<file path="config.mk">
export PLATFORM = sky130hd
export DESIGN_NAME = pdb_deadband
export DESIGN_NICKNAME = d
export VERILOG_FILES = /design/src/core/pdb_pkg.sv /design/src/core/pdb_lag_if.sv /design/src/core/pdb_edge_lag.sv /design/src/core/pdb_out_stage.sv /design/src/core/pdb_deadband.sv
export VERILOG_INCLUDE_DIRS = /design/src /design/src/core
export SDC_FILE = /design/constraint.sdc
export NUM_CORES = 1
export LEC_CHECK = 0
export BUFFER_PORTS_ARGS = -buffer_cell sky130_fd_sc_hd__buf_2
export CORE_AREA = 2 2 100 102
export DETAILED_ROUTE_END_ITERATION = 10
export DIE_AREA = 0 0 102 104
export PLACE_DENSITY = 0.74
export SLEW_MARGIN = 25
export SYNTH_ARGS = -nofsm -noshare
export SYNTH_HDL_FRONTEND = slang
export SYNTH_HIERARCHICAL = 1
export SYNTH_SLANG_ARGS = --single-unit
</file>
<file path="constraint.sdc">
create_clock -name clk -period 3.5 [get_ports clk]
set_input_delay 0.175 -clock clk [delete_from_list [all_inputs] [get_ports clk]]
set_output_delay 0.175 -clock clk [all_outputs]
set_load 0.01 [all_outputs]
</file>
<file path="src/core/pdb_defs.svh">
// register indices, field widths, reset values and bus codes of the dead-band stage
`ifndef PDB_DEFS_SVH
`define PDB_DEFS_SVH
`define PDB_ADDR_W        10
`define PDB_IDX_W         8
`define PDB_CTL_IDX       8'h1E
`define PDB_RISE_IDX      8'h20
`define PDB_FALL_IDX      8'h22
`define PDB_STAT_IDX      8'h23
`define PDB_LAG_W         10
`define PDB_LAG_MAX       10'h3FF
`define PDB_LAG_ZERO      10'h000
`define PDB_LAG_ONE       10'h001
`define PDB_CTL_W         6
`define PDB_CTL_RST       6'h00
`define PDB_OUT_MODE_BYP  2'h0
`define PDB_OUT_MODE_FALL 2'h1
`define PDB_OUT_MODE_RISE 2'h2
`define PDB_OUT_MODE_BOTH 2'h3
`define PDB_RESP_OKAY     2'h0
`define PDB_RESP_SLVERR   2'h2
`define PDB_ADDR_LSB_ZERO 2'h0
`define PDB_STAT_PAD      12'h000
`define PDB_CTL_PAD       10'h000
`define PDB_LAG_PAD       6'h00
`define PDB_RD_PAD        16'h0000
`endif

</file>
<file path="src/core/pdb_pkg.sv">
// types shared by the dead-band stage modules
`include "pdb_defs.svh"
package pdb_pkg;
  typedef logic [`PDB_LAG_W-1:0] pdb_lag_t;
  // control fields, msb first: source select, inversion, output mode
  typedef struct packed {
    logic [1:0] source_select;
    logic [1:0] output_inversion_select;
    logic [1:0] out_mode;
  } pdb_ctl_s;
  typedef enum logic [1:0] {PDB_WR_IDLE = 2'b01, PDB_WR_RESP = 2'b10} pdb_wr_state_e;
  typedef enum logic [1:0] {PDB_RD_IDLE = 2'b01, PDB_RD_RESP = 2'b10} pdb_rd_state_e;
  typedef enum logic [2:0] {
    PDB_SEL_NONE, PDB_SEL_CTL, PDB_SEL_RISE, PDB_SEL_FALL, PDB_SEL_STAT
  } pdb_sel_e;
endpackage : pdb_pkg

</file>
<file path="src/core/pdb_lag_if.sv">
// link between the control logic and one edge-lag path
`timescale 1ns/100ps
`default_nettype none
interface pdb_lag_if;
  import pdb_pkg::*;
  logic     src;
  pdb_lag_t edge_lag_count;
  logic     lagged;
  logic     busy;
  modport driver (output src, output edge_lag_count, input lagged, input busy);
  modport lagger (input src, input edge_lag_count, output lagged, output busy);
endinterface : pdb_lag_if
`default_nettype wire

</file>
<file path="src/core/pdb_edge_lag.sv">
// one edge-lag path: delays the chosen edge of its source by a cycle count
`timescale 1ns/100ps
`default_nettype none
`include "pdb_defs.svh"
module pdb_edge_lag
  import pdb_pkg::*;
#(
  parameter bit LAG_FALLING = 1'b0
) (
  input wire logic clk,
  input wire logic reset_n,
  pdb_lag_if.lagger lag
);
  pdb_lag_t cnt_reg;
  pdb_lag_t cnt_next;
  logic     level;
  logic     held;

  // falling path works on the inverted source, same counting
  always_comb begin
    level    = LAG_FALLING ? ~lag.src : lag.src;
    held     = level && (cnt_reg >= lag.edge_lag_count);
    cnt_next = `PDB_LAG_ZERO;
    if (level) begin
      cnt_next = (cnt_reg == `PDB_LAG_MAX) ? cnt_reg : cnt_reg + `PDB_LAG_ONE;
    end
  end

  // falling path starts as if its source had been low for long
  always_ff @(posedge clk) begin
    if (!reset_n) begin
      cnt_reg <= LAG_FALLING ? `PDB_LAG_MAX : `PDB_LAG_ZERO;
    end else begin
      cnt_reg <= cnt_next;
    end
  end

  assign lag.lagged = LAG_FALLING ? ~held : held;
  assign lag.busy   = level && !held;
endmodule : pdb_edge_lag
`default_nettype wire

</file>
<file path="src/core/pdb_out_stage.sv">
// output switch: inversion of lagged paths and bypass selection
`timescale 1ns/100ps
`default_nettype none
`include "pdb_defs.svh"
module pdb_out_stage
  import pdb_pkg::*;
(
  input  wire logic     [`PDB_CTL_W-1:0] ctl_bits,
  input  wire logic     aq_a,
  input  wire logic     aq_b,
  input  wire logic     rise_lagged,
  input  wire logic     fall_lagged,
  output logic          sel_a,
  output logic          sel_b
);
  pdb_ctl_s ctl;
  logic     rise_pol;
  logic     fall_pol;

  // inversion acts on lagged paths, bypass ignores it
  always_comb begin
    ctl      = pdb_ctl_s'(ctl_bits);
    rise_pol = rise_lagged ^ ctl.output_inversion_select[0];
    fall_pol = fall_lagged ^ ctl.output_inversion_select[1];
    sel_a    = aq_a;
    sel_b    = aq_b;
    unique case (ctl.out_mode)
      `PDB_OUT_MODE_BYP: begin
        sel_a = aq_a;
        sel_b = aq_b;
      end
      `PDB_OUT_MODE_FALL: begin
        sel_a = aq_a;
        sel_b = fall_pol;
      end
      `PDB_OUT_MODE_RISE: begin
        sel_a = rise_pol;
        sel_b = aq_b;
      end
      `PDB_OUT_MODE_BOTH: begin
        sel_a = rise_pol;
        sel_b = fall_pol;
      end
    endcase
  end
endmodule : pdb_out_stage
`default_nettype wire

</file>
<file path="src/core/pdb_deadband.sv">
// dead-band stage top: register slave, source select, lag paths, output registers
//
// The AXI4-Lite slave port and the register addresses were left to the implementer.
`timescale 1ns/100ps
`default_nettype none
`include "pdb_defs.svh"
module pdb_deadband
  import pdb_pkg::*;
(
  input  wire logic                   clk,
  input  wire logic                   reset_n,
  input  wire logic [`PDB_ADDR_W-1:0] s_axi_awaddr,
  input  wire logic                   s_axi_awvalid,
  output logic                        s_axi_awready,
  input  wire logic [31:0]            s_axi_wdata,
  input  wire logic [3:0]             s_axi_wstrb,
  input  wire logic                   s_axi_wvalid,
  output logic                        s_axi_wready,
  output logic [1:0]                  s_axi_bresp,
  output logic                        s_axi_bvalid,
  input  wire logic                   s_axi_bready,
  input  wire logic [`PDB_ADDR_W-1:0] s_axi_araddr,
  input  wire logic                   s_axi_arvalid,
  output logic                        s_axi_arready,
  output logic [31:0]                 s_axi_rdata,
  output logic [1:0]                  s_axi_rresp,
  output logic                        s_axi_rvalid,
  input  wire logic                   s_axi_rready,
  input  wire logic                   pwm_channel_a_in,
  input  wire logic                   pwm_channel_b_in,
  output logic                        pwm_channel_a_out,
  output logic                        pwm_channel_b_out
);

  // write side state
  pdb_wr_state_e          wr_state_reg;
  pdb_wr_state_e          wr_state_next;
  logic                   aw_got_reg;
  logic                   aw_got_next;
  logic                   w_got_reg;
  logic                   w_got_next;
  logic [`PDB_ADDR_W-1:0] waddr_reg;
  logic [`PDB_ADDR_W-1:0] waddr_next;
  logic [31:0]            wdata_reg;
  logic [31:0]            wdata_next;
  logic [3:0]             wstrb_reg;
  logic [3:0]             wstrb_next;
  logic [1:0]             bresp_reg;
  logic [1:0]             bresp_next;
  logic                   aw_take;
  logic                   w_take;
  logic                   wr_fire;
  pdb_sel_e               wr_sel;
  logic [`PDB_ADDR_W-1:0] eff_waddr;
  logic [31:0]            eff_wdata;
  logic [3:0]             eff_wstrb;

  // read side state
  pdb_rd_state_e          rd_state_reg;
  pdb_rd_state_e          rd_state_next;
  logic [31:0]            rdata_reg;
  logic [31:0]            rdata_next;
  logic [1:0]             rresp_reg;
  logic [1:0]             rresp_next;
  logic                   ar_take;
  pdb_sel_e               rd_sel;

  // configuration registers
  pdb_ctl_s               deadband_control_reg;
  pdb_ctl_s               deadband_control_next;
  pdb_lag_t               rise_lag_amount_reg;
  pdb_lag_t               rise_lag_amount_next;
  pdb_lag_t               fall_lag_amount_reg;
  pdb_lag_t               fall_lag_amount_next;
  logic [15:0]            ctl_merged;
  logic [15:0]            rise_merged;
  logic [15:0]            fall_merged;

  // datapath
  logic                   chan_a_reg;
  logic                   chan_a_next;
  logic                   chan_b_reg;
  logic                   chan_b_next;
  logic                   sel_a;
  logic                   sel_b;
  logic [15:0]            status_word;

  pdb_lag_if rise_path ();
  pdb_lag_if fall_path ();

  // register select from a byte address; off-word addresses map nowhere
  function automatic pdb_sel_e pdb_decode(input logic [`PDB_ADDR_W-1:0] addr);
    logic [`PDB_IDX_W-1:0] idx;
    idx        = addr[`PDB_ADDR_W-1:2];
    pdb_decode = PDB_SEL_NONE;
    if (addr[1:0] == `PDB_ADDR_LSB_ZERO) begin
      unique case (idx)
        `PDB_CTL_IDX:  pdb_decode = PDB_SEL_CTL;
        `PDB_RISE_IDX: pdb_decode = PDB_SEL_RISE;
        `PDB_FALL_IDX: pdb_decode = PDB_SEL_FALL;
        `PDB_STAT_IDX: pdb_decode = PDB_SEL_STAT;
        default:       pdb_decode = PDB_SEL_NONE;
      endcase
    end
  endfunction : pdb_decode

  // byte-lane merge of a 16-bit register
  function automatic logic [15:0] pdb_merge(
    input logic [15:0] old_val,
    input logic [31:0] data,
    input logic [3:0]  strb
  );
    pdb_merge = {strb[1] ? data[15:8] : old_val[15:8],
                 strb[0] ? data[7:0]  : old_val[7:0]};
  endfunction : pdb_merge

  // write address and data taken in either order
  assign s_axi_awready = (wr_state_reg == PDB_WR_IDLE) && !aw_got_reg;
  assign s_axi_wready  = (wr_state_reg == PDB_WR_IDLE) && !w_got_reg;
  assign s_axi_bvalid  = (wr_state_reg == PDB_WR_RESP);
  assign s_axi_bresp   = bresp_reg;

  // write channel next state
  always_comb begin
    aw_take       = s_axi_awvalid && s_axi_awready;
    w_take        = s_axi_wvalid && s_axi_wready;
    eff_waddr     = aw_take ? s_axi_awaddr : waddr_reg;
    eff_wdata     = w_take ? s_axi_wdata : wdata_reg;
    eff_wstrb     = w_take ? s_axi_wstrb : wstrb_reg;
    wr_sel        = pdb_decode(eff_waddr);
    waddr_next    = eff_waddr;
    wdata_next    = eff_wdata;
    wstrb_next    = eff_wstrb;
    aw_got_next   = aw_got_reg || aw_take;
    w_got_next    = w_got_reg || w_take;
    bresp_next    = bresp_reg;
    wr_state_next = wr_state_reg;
    wr_fire       = 1'b0;
    unique case (wr_state_reg)
      PDB_WR_IDLE: begin
        if (aw_got_next && w_got_next) begin
          wr_fire       = 1'b1;
          aw_got_next   = 1'b0;
          w_got_next    = 1'b0;
          bresp_next    = (wr_sel == PDB_SEL_NONE) ? `PDB_RESP_SLVERR : `PDB_RESP_OKAY;
          wr_state_next = PDB_WR_RESP;
        end
      end
      PDB_WR_RESP: begin
        if (s_axi_bready) begin
          wr_state_next = PDB_WR_IDLE;
        end
      end
      default: wr_state_next = PDB_WR_IDLE;
    endcase
  end

  // write channel registers
  always_ff @(posedge clk) begin
    if (!reset_n) begin
      wr_state_reg <= PDB_WR_IDLE;
      aw_got_reg   <= 1'b0;
      w_got_reg    <= 1'b0;
      waddr_reg    <= '0;
      wdata_reg    <= '0;
      wstrb_reg    <= '0;
      bresp_reg    <= `PDB_RESP_OKAY;
    end else begin
      wr_state_reg <= wr_state_next;
      aw_got_reg   <= aw_got_next;
      w_got_reg    <= w_got_next;
      waddr_reg    <= waddr_next;
      wdata_reg    <= wdata_next;
      wstrb_reg    <= wstrb_next;
      bresp_reg    <= bresp_next;
    end
  end

  // register file next values; reserved bits never stored
  always_comb begin
    ctl_merged  = pdb_merge({`PDB_CTL_PAD, deadband_control_reg}, eff_wdata, eff_wstrb);
    rise_merged = pdb_merge({`PDB_LAG_PAD, rise_lag_amount_reg}, eff_wdata, eff_wstrb);
    fall_merged = pdb_merge({`PDB_LAG_PAD, fall_lag_amount_reg}, eff_wdata, eff_wstrb);
    deadband_control_next = deadband_control_reg;
    rise_lag_amount_next  = rise_lag_amount_reg;
    fall_lag_amount_next  = fall_lag_amount_reg;
    if (wr_fire) begin
      unique case (wr_sel)
        PDB_SEL_CTL:  deadband_control_next = pdb_ctl_s'(ctl_merged[`PDB_CTL_W-1:0]);
        PDB_SEL_RISE: rise_lag_amount_next  = rise_merged[`PDB_LAG_W-1:0];
        PDB_SEL_FALL: fall_lag_amount_next  = fall_merged[`PDB_LAG_W-1:0];
        PDB_SEL_STAT: deadband_control_next = deadband_control_reg;
        PDB_SEL_NONE: deadband_control_next = deadband_control_reg;
      endcase
    end
  end

  // register file; reset puts channel A on both paths, no inversion, bypass
  always_ff @(posedge clk) begin
    if (!reset_n) begin
      deadband_control_reg <= pdb_ctl_s'(`PDB_CTL_RST);
      rise_lag_amount_reg  <= `PDB_LAG_ZERO;
      fall_lag_amount_reg  <= `PDB_LAG_ZERO;
    end else begin
      deadband_control_reg <= deadband_control_next;
      rise_lag_amount_reg  <= rise_lag_amount_next;
      fall_lag_amount_reg  <= fall_lag_amount_next;
    end
  end

  // live state: outputs and lag paths still counting
  assign status_word = {`PDB_STAT_PAD, fall_path.busy, rise_path.busy, chan_b_reg, chan_a_reg};

  // read channel handshakes
  assign s_axi_arready = (rd_state_reg == PDB_RD_IDLE);
  assign s_axi_rvalid  = (rd_state_reg == PDB_RD_RESP);
  assign s_axi_rdata   = rdata_reg;
  assign s_axi_rresp   = rresp_reg;

  // read channel next state; reserved bits come back zero
  always_comb begin
    ar_take       = s_axi_arvalid && s_axi_arready;
    rd_sel        = pdb_decode(s_axi_araddr);
    rdata_next    = rdata_reg;
    rresp_next    = rresp_reg;
    rd_state_next = rd_state_reg;
    unique case (rd_state_reg)
      PDB_RD_IDLE: begin
        if (ar_take) begin
          rresp_next    = `PDB_RESP_OKAY;
          rd_state_next = PDB_RD_RESP;
          unique case (rd_sel)
            PDB_SEL_CTL:  rdata_next = {`PDB_RD_PAD, `PDB_CTL_PAD, deadband_control_reg};
            PDB_SEL_RISE: rdata_next = {`PDB_RD_PAD, `PDB_LAG_PAD, rise_lag_amount_reg};
            PDB_SEL_FALL: rdata_next = {`PDB_RD_PAD, `PDB_LAG_PAD, fall_lag_amount_reg};
            PDB_SEL_STAT: rdata_next = {`PDB_RD_PAD, status_word};
            PDB_SEL_NONE: begin
              rdata_next = '0;
              rresp_next = `PDB_RESP_SLVERR;
            end
          endcase
        end
      end
      PDB_RD_RESP: begin
        if (s_axi_rready) begin
          rd_state_next = PDB_RD_IDLE;
        end
      end
      default: rd_state_next = PDB_RD_IDLE;
    endcase
  end

  // read channel registers
  always_ff @(posedge clk) begin
    if (!reset_n) begin
      rd_state_reg <= PDB_RD_IDLE;
      rdata_reg    <= '0;
      rresp_reg    <= `PDB_RESP_OKAY;
    end else begin
      rd_state_reg <= rd_state_next;
      rdata_reg    <= rdata_next;
      rresp_reg    <= rresp_next;
    end
  end

  // source switches: bit 4 steers the rising path, bit 5 the falling path
  assign rise_path.src = deadband_control_reg.source_select[0] ? pwm_channel_b_in
                                                               : pwm_channel_a_in;
  assign fall_path.src = deadband_control_reg.source_select[1] ? pwm_channel_b_in
                                                               : pwm_channel_a_in;
  assign rise_path.edge_lag_count = rise_lag_amount_reg;
  assign fall_path.edge_lag_count = fall_lag_amount_reg;

  // rising-edge lag path
  pdb_edge_lag #(
    .LAG_FALLING (1'b0)
  ) u_rise_lag (
    .clk     (clk),
    .reset_n (reset_n),
    .lag     (rise_path)
  );

  // falling-edge lag path
  pdb_edge_lag #(
    .LAG_FALLING (1'b1)
  ) u_fall_lag (
    .clk     (clk),
    .reset_n (reset_n),
    .lag     (fall_path)
  );

  // inversion and bypass switches
  pdb_out_stage u_out_stage (
    .ctl_bits    (deadband_control_reg),
    .aq_a        (pwm_channel_a_in),
    .aq_b        (pwm_channel_b_in),
    .rise_lagged (rise_path.lagged),
    .fall_lagged (fall_path.lagged),
    .sel_a       (sel_a),
    .sel_b       (sel_b)
  );

  // output registers toward the chopper
  always_comb begin
    chan_a_next = sel_a;
    chan_b_next = sel_b;
  end

  always_ff @(posedge clk) begin
    if (!reset_n) begin
      chan_a_reg <= 1'b0;
      chan_b_reg <= 1'b0;
    end else begin
      chan_a_reg <= chan_a_next;
      chan_b_reg <= chan_b_next;
    end
  end

  assign pwm_channel_a_out = chan_a_reg;
  assign pwm_channel_b_out = chan_b_reg;

endmodule : pdb_deadband
`default_nettype wire

</file>
## Word level (Yosys, flattened, before mapping)

Index checks and enable logic that the tools add are counted.

| word-level totals | value |
|---|---|
| bits in registers | 112 |
| bits in latches | 0 |
| bits in writable memories | 0 |
| memory bits (read-only) | 0 |
| input port bits | 65 |
| logic and storage cells | 121 |
| memories | 0 |

| operators by class | value |
|---|---|
| $add $sub $neg | 2 |
| $mul | 0 |
| div/mod/pow operators | 0 |
| order comparisons | 2 |
| equality and inequality tests | 29 |
| shift-type cells | 0 |
| mux-type cells | 28 |
| bitwise gates (word level) | 4 |
| reduce and logical (&&, ||, !) cells | 35 |

Operators by type and width:

| cell | count |
|---|---|
| $pmux W32 S5 | 1 |
| $eq A8 B6 Y1 const B | 6 |
| $mux W10 | 4 |
| $pmux W3 S4 | 2 |
| $add A10 B1 Y10 const B | 2 |
| $eq A10 B10 Y1 const B | 2 |
| $ge A10 B10 Y1 | 2 |
| $eq A8 B5 Y1 const B | 2 |
| $reduce_and A3 Y1 | 5 |
| $mux W2 | 7 |
| $eq A3 B2 Y1 const B | 4 |
| $logic_and A1 B1 Y1 | 10 |
| $ne A2 B1 Y1 const B | 5 |
| $reduce_and A2 Y1 | 5 |
| $eq A2 B2 Y1 const B | 4 |
| $mux W1 | 8 |
| $pmux W2 S2 | 2 |
| $reduce_or A2 Y1 | 4 |
| $eq A2 B1 Y1 const B | 3 |
| $eq A3 B1 Y1 const B | 2 |
| $logic_not A2 Y1 | 3 |
| $logic_not A3 Y1 | 2 |
| $mux W3 | 2 |
| $logic_not A1 Y1 | 4 |
| other kinds (5) | 9 |

## Logic depth before layout (Yosys ltp)

Gate-level depths: netlist (run 1).

| logic depth | value |
|---|---|
| word-level depth | 9 |
| depth in mapped cells | 9 |
| mapped depth without buffers | 9 |

## Modules after synthesis

Netlist (run 1), hierarchy kept.

Modules (own cells, without submodules):

| module | times used | cells an instance | area an instance (um^2) | sequential area each (um^2) |
|---|---|---|---|---|
| pdb_deadband | 1 | 350 | 3204.3 | 1361.3 |
| pdb_edge_lag (u_fall_lag) | 1 | 85 | 730.7 | 200.2 |
| pdb_edge_lag (u_rise_lag) | 1 | 81 | 713.2 | 200.2 |
| pdb_out_stage | 1 | 6 | 35.0 | 0.0 |

## Worst setup path after synthesis (run 1)

No wires, ideal clock.

| path | value |
|---|---|
| kind | register to register |
| start point | register u_fall_lag.cnt_reg[4] |
| end point | register rdata_reg[3] (netlist: s_axi_rdata[3]) |
| arrival | 1730 ps |
| path slack | 1645 ps |
| stages on the path, launching flop included | 9 |
| buffers on the path | 0 |
| period minus slack after synthesis | 1855 ps |
| cells stage by stage | dfxtp_1 -> ha_1 -> a21oi_1 -> a211o_1 -> o31ai_1 -> nor3_1 -> mux2_2 -> a221oi_1 -> a21oi_1 |

| between the ends | value |
|---|---|
| word-level cells in the longest chain between the ends | 5 |

Ends and longest elaborated chain:

| what | RTL line | text |
|---|---|---|
| start: declaration | pdb_edge_lag.sv:14 | `pdb_lag_t cnt_reg;` |
| start signal: assignment | pdb_edge_lag.sv:32 | `` cnt_reg <= LAG_FALLING ? `PDB_LAG_MAX : `PDB_LAG_ZERO; `` |
| start signal: assignment | pdb_edge_lag.sv:34 | `cnt_reg <= cnt_next;` |
| $ge A10 B10 Y1 | pdb_edge_lag.sv:22 | `held = level && (cnt_reg >= lag.edge_lag_count);` |
| $logic_and A1 B1 Y1 | pdb_edge_lag.sv:22 |  |
| $logic_not A1 Y1 | pdb_edge_lag.sv:39 | `assign lag.busy = level && !held;` |
| $logic_and A1 B1 Y1 | pdb_edge_lag.sv:39 |  |
| named net fall_path.busy | pdb_lag_if.sv:9 | `logic busy;` |
| $pmux W32 S5 | pdb_deadband.sv:232 | `unique case (rd_sel)` |
| end signal: assignment | pdb_deadband.sv:261 | `rdata_reg <= rdata_next;` |
| end: declaration | pdb_deadband.sv:61 | `logic [31:0] rdata_reg;` |

The timed path passes the listed nets, and every way through them passes these cells. The select of a mux whose other input is x is not followed.
A chain may end at the register's enable or synchronous reset.

## Worst setup path after layout (run 1)

| path | value |
|---|---|
| start point | register aw_got_reg |
| end point | register fall_lag_amount_reg[1] |

| between the ends | value |
|---|---|
| word-level cells in the longest chain between the ends | 9 |
| elaborated cells between the ends (all ways) | 17 |
| classes of those cells | eq/ne (5); mux (5); reduce/logical (7) |

Ends and longest elaborated chain:

| what | RTL line | text |
|---|---|---|
| start: declaration | pdb_deadband.sv:38 | `logic aw_got_reg;` |
| start signal: assignment | pdb_deadband.sv:170 | `aw_got_reg <= aw_got_next;` |
| $logic_not A1 Y1 | pdb_deadband.sv:118 | `assign s_axi_awready = (wr_state_reg == PDB_WR_IDLE) && !aw_got_reg;` |
| $logic_and A1 B1 Y1 | pdb_deadband.sv:118 |  |
| $logic_and A1 B1 Y1 | pdb_deadband.sv:125 | `aw_take = s_axi_awvalid && s_axi_awready;` |
| $mux W10 | pdb_deadband.sv:127 | `eff_waddr = aw_take ? s_axi_awaddr : waddr_reg;` |
| $eq A8 B6 Y1 / $eq A8 B5 Y1 (equally long branches) | pdb_deadband.sv:97 | `unique case (idx)` |
| $pmux W3 S4 | pdb_deadband.sv:97 |  |
| $mux W3 | pdb_deadband.sv:96 | `` if (addr[1:0] == `PDB_ADDR_LSB_ZERO) begin `` |
| $eq A3 B2 Y1 | pdb_deadband.sv:188 | `unique case (wr_sel)` |
| $reduce_and A3 Y1 (no source line) * | - |  |
| end signal: assignment | pdb_deadband.sv:203 | `` fall_lag_amount_reg <= `PDB_LAG_ZERO; `` |
| end signal: assignment | pdb_deadband.sv:207 | `fall_lag_amount_reg <= fall_lag_amount_next;` |
| end: declaration | pdb_deadband.sv:73 | `pdb_lag_t fall_lag_amount_reg;` |

Mark *: on every way between the ends. The rest lies on a longest branch, timed or not.

==> results.py, run 1 <==
metrics = {
    "sta": {
        "setup_viol": 0,
        "rsz0062_at_grt": "no",
        "timing.final.crit_share_pct": 64.2,
        "finalHoldViolCount": 0,
        "max_freq_mhz": 445,
        "final.setup.tns_ns": 0,
        "slew_headroom_pct": 43.2,
        "setup_slack_ns": 1.25,
        "skew_ns": 0.00863,
        "slew_viol_final": 0,
        "worst_pin_slew_ns": 0.852,
        "post-route-min-period_ns": 2.25,
    },
    "detailed_routing": {
        "wl_per_cell_um": 13.7,
        "num_vias": 3770,
        "drcViolationCount": 0,
        "drtIter0Drc": 126,
        "ant_nets": 0,
        "dr.pass1.iters": 4,
        "routed_via_density": 5.28,
        "wl_mm": 9.80,
    },
    "clock_network": {
        "root_buffer": "clkbuf_8",
        "clock-sinks": 88,
        "cts_buffer_depth": 2,
        "cts_max_level": 3,
        "cts_made_buffers": 9,
        "clock_latency_ns": 0.35,
        "cts_setup_buffers": 0,
        "cts_resized": 0,
        "cts_tree": "yes",
        "cts_hold_buf": 0,
        "clk_pin_slew_ns": 0.09,
    },
    "pwr": {
        "power_frac_comb_pct": 14.9,
        "power.leakage_nw": 2.27,
        "power_density_nw_per_um2": 394,
        "pwr-share-seq_pct": 53.2,
        "switching_share_pct": 28.4,
        "clkPwrFrac_pct": 31.8,
        "p_int_mw": 1.46,
        "switching_power_uw": 577,
        "ir_drop_uv": 227,
    },
    "worst_setup_path": {
        "start_kind": "flop",
        "rrSetupSlack_ns": 1.25,
        "critPathArrivalTime_ns": 2.53,
        "critPathRequiredTime_ns": 3.78,
        "crit_fanout": 15,
        "critical_path_class": "reg -> reg",
        "cp-end-kind": "flop",
        "worst_r2r_path_depth": 5,
    },
    "synthesis": {
        "synth_area_per_cell_um2": 8.97,
        "syn_area_um2": 4680,
        "synth_seq_cells": 88,
        "netlist.area_leader.share_pct": 37.6,
        "async_flop_share_pct": 0,
        "yosys_warnings": 6,
        "synth_cell_types": 69,
        "ys_seq_area_share_pct": 37.6,
        "syn_inst": 522,
        "ys.flop_type": "dfxtp_1",
        "synth_area_leaders": "dfxtp_1, mux2i_1, nand2_1",
        "synth-edff-count": 0,
        "synth_area_leader_cell": "dfxtp_1",
    },
    "floorplan": {
        "die-area_um2": 10600,
        "die_x_um": 102,
        "io-pin-count": 108,
        "die_height_um": 104,
        "initial_core_util_pct": 49.0,
        "core_area_um2": 9550,
        "rows": 36,
    },
    "global_routing": {
        "grt_pass1_vias": 3705,
        "groute.usage.overall_pct": 19.2,
        "grt_pass1_wl_mm": 16.5,
        "antenna_found_initial": 0,
        "overflow": 0,
        "grt_max_degree": 53,
    },
    "cells_and_area": {
        "layout_common_cells": "dfxtp_1, nand2_1, buf_2, mux2i_1, inv_1",
        "diodes": 0,
        "post-route-util_pct": 54.1,
        "drive_gt1_share_pct": 19.3,
        "design_area_um2": 5170,
        "area_delta_synth_final_pct": 10.4,
        "final_common_cell": "dfxtp_1",
        "fin_nets": 663,
        "fillers": 881,
    },
    "hold_path": {
        "hold_path_class": "in -> reg",
        "min_path_cells": 3,
    },
    "place": {
        "place_area_um2": 4990,
        "port_buffers": 59,
        "gp_congestion": 0.830,
        "dp_hpwl_mm": 7.49,
        "pre_cts_slack_ns": 1.23,
    },
    "outcome": {
        "status": "complete, no violations",
    },
    "run": {
        "drv_cap": 0,
    },
}
## power by group through the flow
stage               sequential [mW]  clock (mW)  combinational (mW)
floorplan                      1.10           0               0.240
global placement               1.10           0               0.294
detailed placement             1.11           0               0.305
CTS                            1.08       0.662               0.306
global route                   1.09       0.706               0.342
finish                         1.08       0.648               0.304
## path summary, 6_finish.rpt
path                   startpoint                      to
setup / recovery       aw_got_reg  fall_lag_amount_reg[1]
hold / removal    s_axi_awaddr[1]            waddr_reg[1]
setup reg to reg       aw_got_reg  fall_lag_amount_reg[1]
hold reg to reg      waddr_reg[1]            waddr_reg[1]
## per-stage QoR
stage | hold slack, ns | total power, mW | instances
global placement | 0.437 | 1.40 | 698
floorplan | 0.251 | 1.34 | 545
detailed placement | 0.446 | 1.41 | 698
finish | 0.0783 | 2.04 | 714
global route | 0.0928 | 2.14 | 714
CTS | 0.0705 | 2.05 | 714
## layer usage
layer	GRT usage, %	up-vias	share of wire, %
met3	4.03	18	4.8
li1	-	1874	-
met4	6.00	0	1.9
met2	33.6	96	48
met5	0	-	0
met1	23.3	1782	45
## worst max-delay path: stages, from the launching register on
cell and delay [ns]:
dfxtp_1 0.36, nand4bb_1 0.67, mux2i_1 0.42, and2b_1 0.26
nand2_2 0.24, mux2i_1 0.24
## synth_stat cells (all sizes together) (10+ instances only)
cell type,number
dfxtp,88
nand2,77
mux2i,40
inv,39
buf,28
o21ai,26
ha,22
a21oi,20
nor2,19
mux2,16
clkbuf,12
nand3,12
a21boi,10
nor2b,10
nor3,10
## cell type report
type | instances | area (µm²) | area share (%)
timing repair buffer | 60 | 303 | 5.86
clock buffer | 10 | 138 | 2.66
clock inverter | 6 | 42.5 | 0.823
sequential | 88 | 1760 | 34.1
multi-input combinational | 378 | 2610 | 50.5
inverter | 39 | 146 | 2.83
tap | 133 | 166 | 3.22
## cell families (layout without fill, tap and decap cells)
| family | after synthesis | after routing | share of synthesized area [%] |
|---|---|---|---|
| muxes | 56 | 56 | 12.4 |
| buffers and inverters | 79 | 115 | 8.47 |
| adders and majority gates | 22 | 22 | 5.88 |
| xor gates and xnor gates | 13 | 13 | 2.43 |
| and+or+nand+nor | 175 | 175 | 20.9 |
| DFF | 88 | 88 | 37.6 |
| other | 1 | 24 | 0.0801 |
| AOI/OAI and AO/OA | 88 | 88 | 12.2 |
(Power assumes the default switching activity.)
==> inputs of run 2 (changes only) <==
Settings changed: CORE_AREA 2 2 100 102 to 2 2 101 103, DIE_AREA 0 0 102 104 to 0 0 103 105, PLACE_DENSITY 0.74 to 0.76.
Clock period 3.5 ns to 2.03 ns, I/O delays scaled along.
==> results.py, run 2 (same netlist as run 1, synthesis figures left out) <==
metrics = {
    "pwr": {
        "power_density_nw_per_um2": 650,
        "pwr-share-seq_pct": 51.1,
        "power_frac_comb_pct": 16.6,
        "clkPwrFrac_pct": 32.3,
        "ir_drop_uv": 456,
        "switching_power_mw": 1.09,
        "p_int_mw": 2.55,
        "switching_share_pct": 30.0,
        "fin_total_pwr_mw": 3.64,
        "power.leakage_nw": 2.47,
    },
    "cells_and_area": {
        "drive_gt1_share_pct": 28.3,
        "area_delta_synth_final_pct": 19.5,
        "design_area_um2": 5600,
        "final_common_cell": "nand2_1",
        "fin_cells": 745,
        "diodes": 0,
        "fillers": 872,
        "fin_nets": 694,
        "layout_common_cells": "nand2_1, dfxtp_1, buf_2, mux2i_1, inv_1",
        "post-route-util_pct": 58.1,
    },
    "floorplan": {
        "die_height_um": 105,
        "die_x_um": 103,
        "core_area_um2": 9640,
        "initial_core_util_pct": 48.6,
        "io-pin-count": 108,
        "rows": 36,
        "die-area_um2": 10800,
    },
    "sta": {
        "worst_pin_slew_ns": 0.538,
        "final.setup.tns_ns": 0,
        "skew_ns": 0.0169,
        "slew_viol_final": 0,
        "rsz0062_at_grt": "yes",
        "post-route-min-period_ns": 2.02,
        "timing.final.crit_share_pct": 99.6,
        "max_freq_mhz": 494,
        "setup_slack_ns": 0.00774,
        "setup_viol": 0,
        "slew_headroom_pct": 63.9,
        "finalHoldViolCount": 0,
        "hold_slack_ns": 0.0151,
    },
    "worst_setup_path": {
        "critical_path_class": "reg -> reg",
        "crit_fanout": 2,
        "start_kind": "flop",
        "cp-end-kind": "flop",
        "critPathArrivalTime_ns": 2.29,
        "critPathRequiredTime_ns": 2.30,
    },
    "place": {
        "dp_hpwl_mm": 8.07,
        "pre_cts_slack_ns": -0.0232,
        "port_buffers": 59,
        "place_area_um2": 5150,
        "dp_cells": 719,
        "gp_congestion": 0.881,
    },
    "detailed_routing": {
        "drcViolationCount": 0,
        "num_vias": 3982,
        "wl_mm": 11.1,
        "routed_via_density": 5.34,
        "dr.pass1.iters": 4,
        "drtIter0Drc": 189,
        "ant_nets": 0,
        "wl_per_cell_um": 14.8,
    },
    "clock_network": {
        "cts_made_buffers": 9,
        "clock_latency_ns": 0.37,
        "root_buffer": "clkbuf_8",
        "cts_buffer_depth": 2,
        "clk_pin_slew_ns": 0.10,
        "clock-sinks": 88,
        "cts_max_level": 3,
        "cts_tree": "yes",
    },
    "global_routing": {
        "overflow": 0,
        "grt_pass1_wl_mm": 17.3,
        "antenna_found_initial": 0,
        "grt_max_degree": 38,
        "groute.usage.overall_pct": 20.2,
        "grt_pass1_vias": 3840,
    },
    "run": {
        "drv_cap": 0,
    },
    "hold_path": {
        "hold_path_class": "in -> reg",
    },
    "outcome": {
        "status": "complete, no violations",
    },
}
## run 2: cell types whose count changed in the layout (fill, tap and decap cells not counted), sizes merged
cell | previous run | this run
clkbuf | 10 | 9
buf | 60 | 84
dlygate4sd3 | 0 | 7
clkinvlp | 2 | 1
inv | 41 | 43
## run 2: layout make-up
| class | instances | area, µm² | share of cell area (%) |
|---|---|---|---|
| timing repair buffer | 91 | 553 | 9.88 |
| clock inverter | 7 | 62.6 | 1.12 |
| clock buffer | 9 | 124 | 2.21 |
| sequential | 88 | 1780 | 31.8 |
| inverter | 39 | 146 | 2.62 |
| multi-input combinational | 378 | 2760 | 49.4 |
| tap | 133 | 166 | 2.97 |
## run 2: critical path, cell delays in order (launching register included)
cell and delay, ns:
dfxtp_2 0.34, inv_1 0.05, ha_1 0.31, a21o_1 0.18, a21oi_2 0.15, nor3b_2 0.08, buf_4 0.14, o31a_1 0.31
xnor2_2 0.14, a21oi_1 0.08, and2_1 0.15
## run 2: timing repair
action / CTS / global route
endpoints found under the setup margin: 2 / 18
endpoints found under the hold margin: 8 / 0
hold buffers: 7 / 0
gates resized for setup: 3 / 36
pin swaps: 0 / 13
buffers inserted: 0 / 3
## run 2: worst paths after layout
| kind | start | end | slack, ns | cells past startpoint |
|---|---|---|---|---|
| setup / recovery | rise_lag_amount_reg[3] | pwm_channel_a_out | 0.008 | 10 |
| hold / removal | s_axi_awaddr[0] | waddr_reg[0] | 0.02 | 3 |
| setup reg to reg | rise_lag_amount_reg[3] | pwm_channel_a_out | 0.008 | 10 |
| hold reg to reg | waddr_reg[8] | waddr_reg[8] | 0.47 | 2 |
## run 2: layer usage
metal  global-route usage (%)  up-vias  share of wire [%]
met5                        0        -                  0
met2                     35.3      124                 51
met1                     24.1     1901                 42
met3                     3.81       19                5.2
met4                     7.71        0                1.9
li1                         -     1938                  -
## run 2: power by group through the flow
stage	Clock (mW)	Combinational [mW]	Sequential [mW]
5_1_grt	1.26	0.672	1.87
6_report	1.17	0.604	1.86
3_5_place_dp	0	0.573	1.89
2_1_floorplan	0	0.414	1.90
4_1_cts	1.19	0.588	1.86
3_3_place_gp	0	0.550	1.89
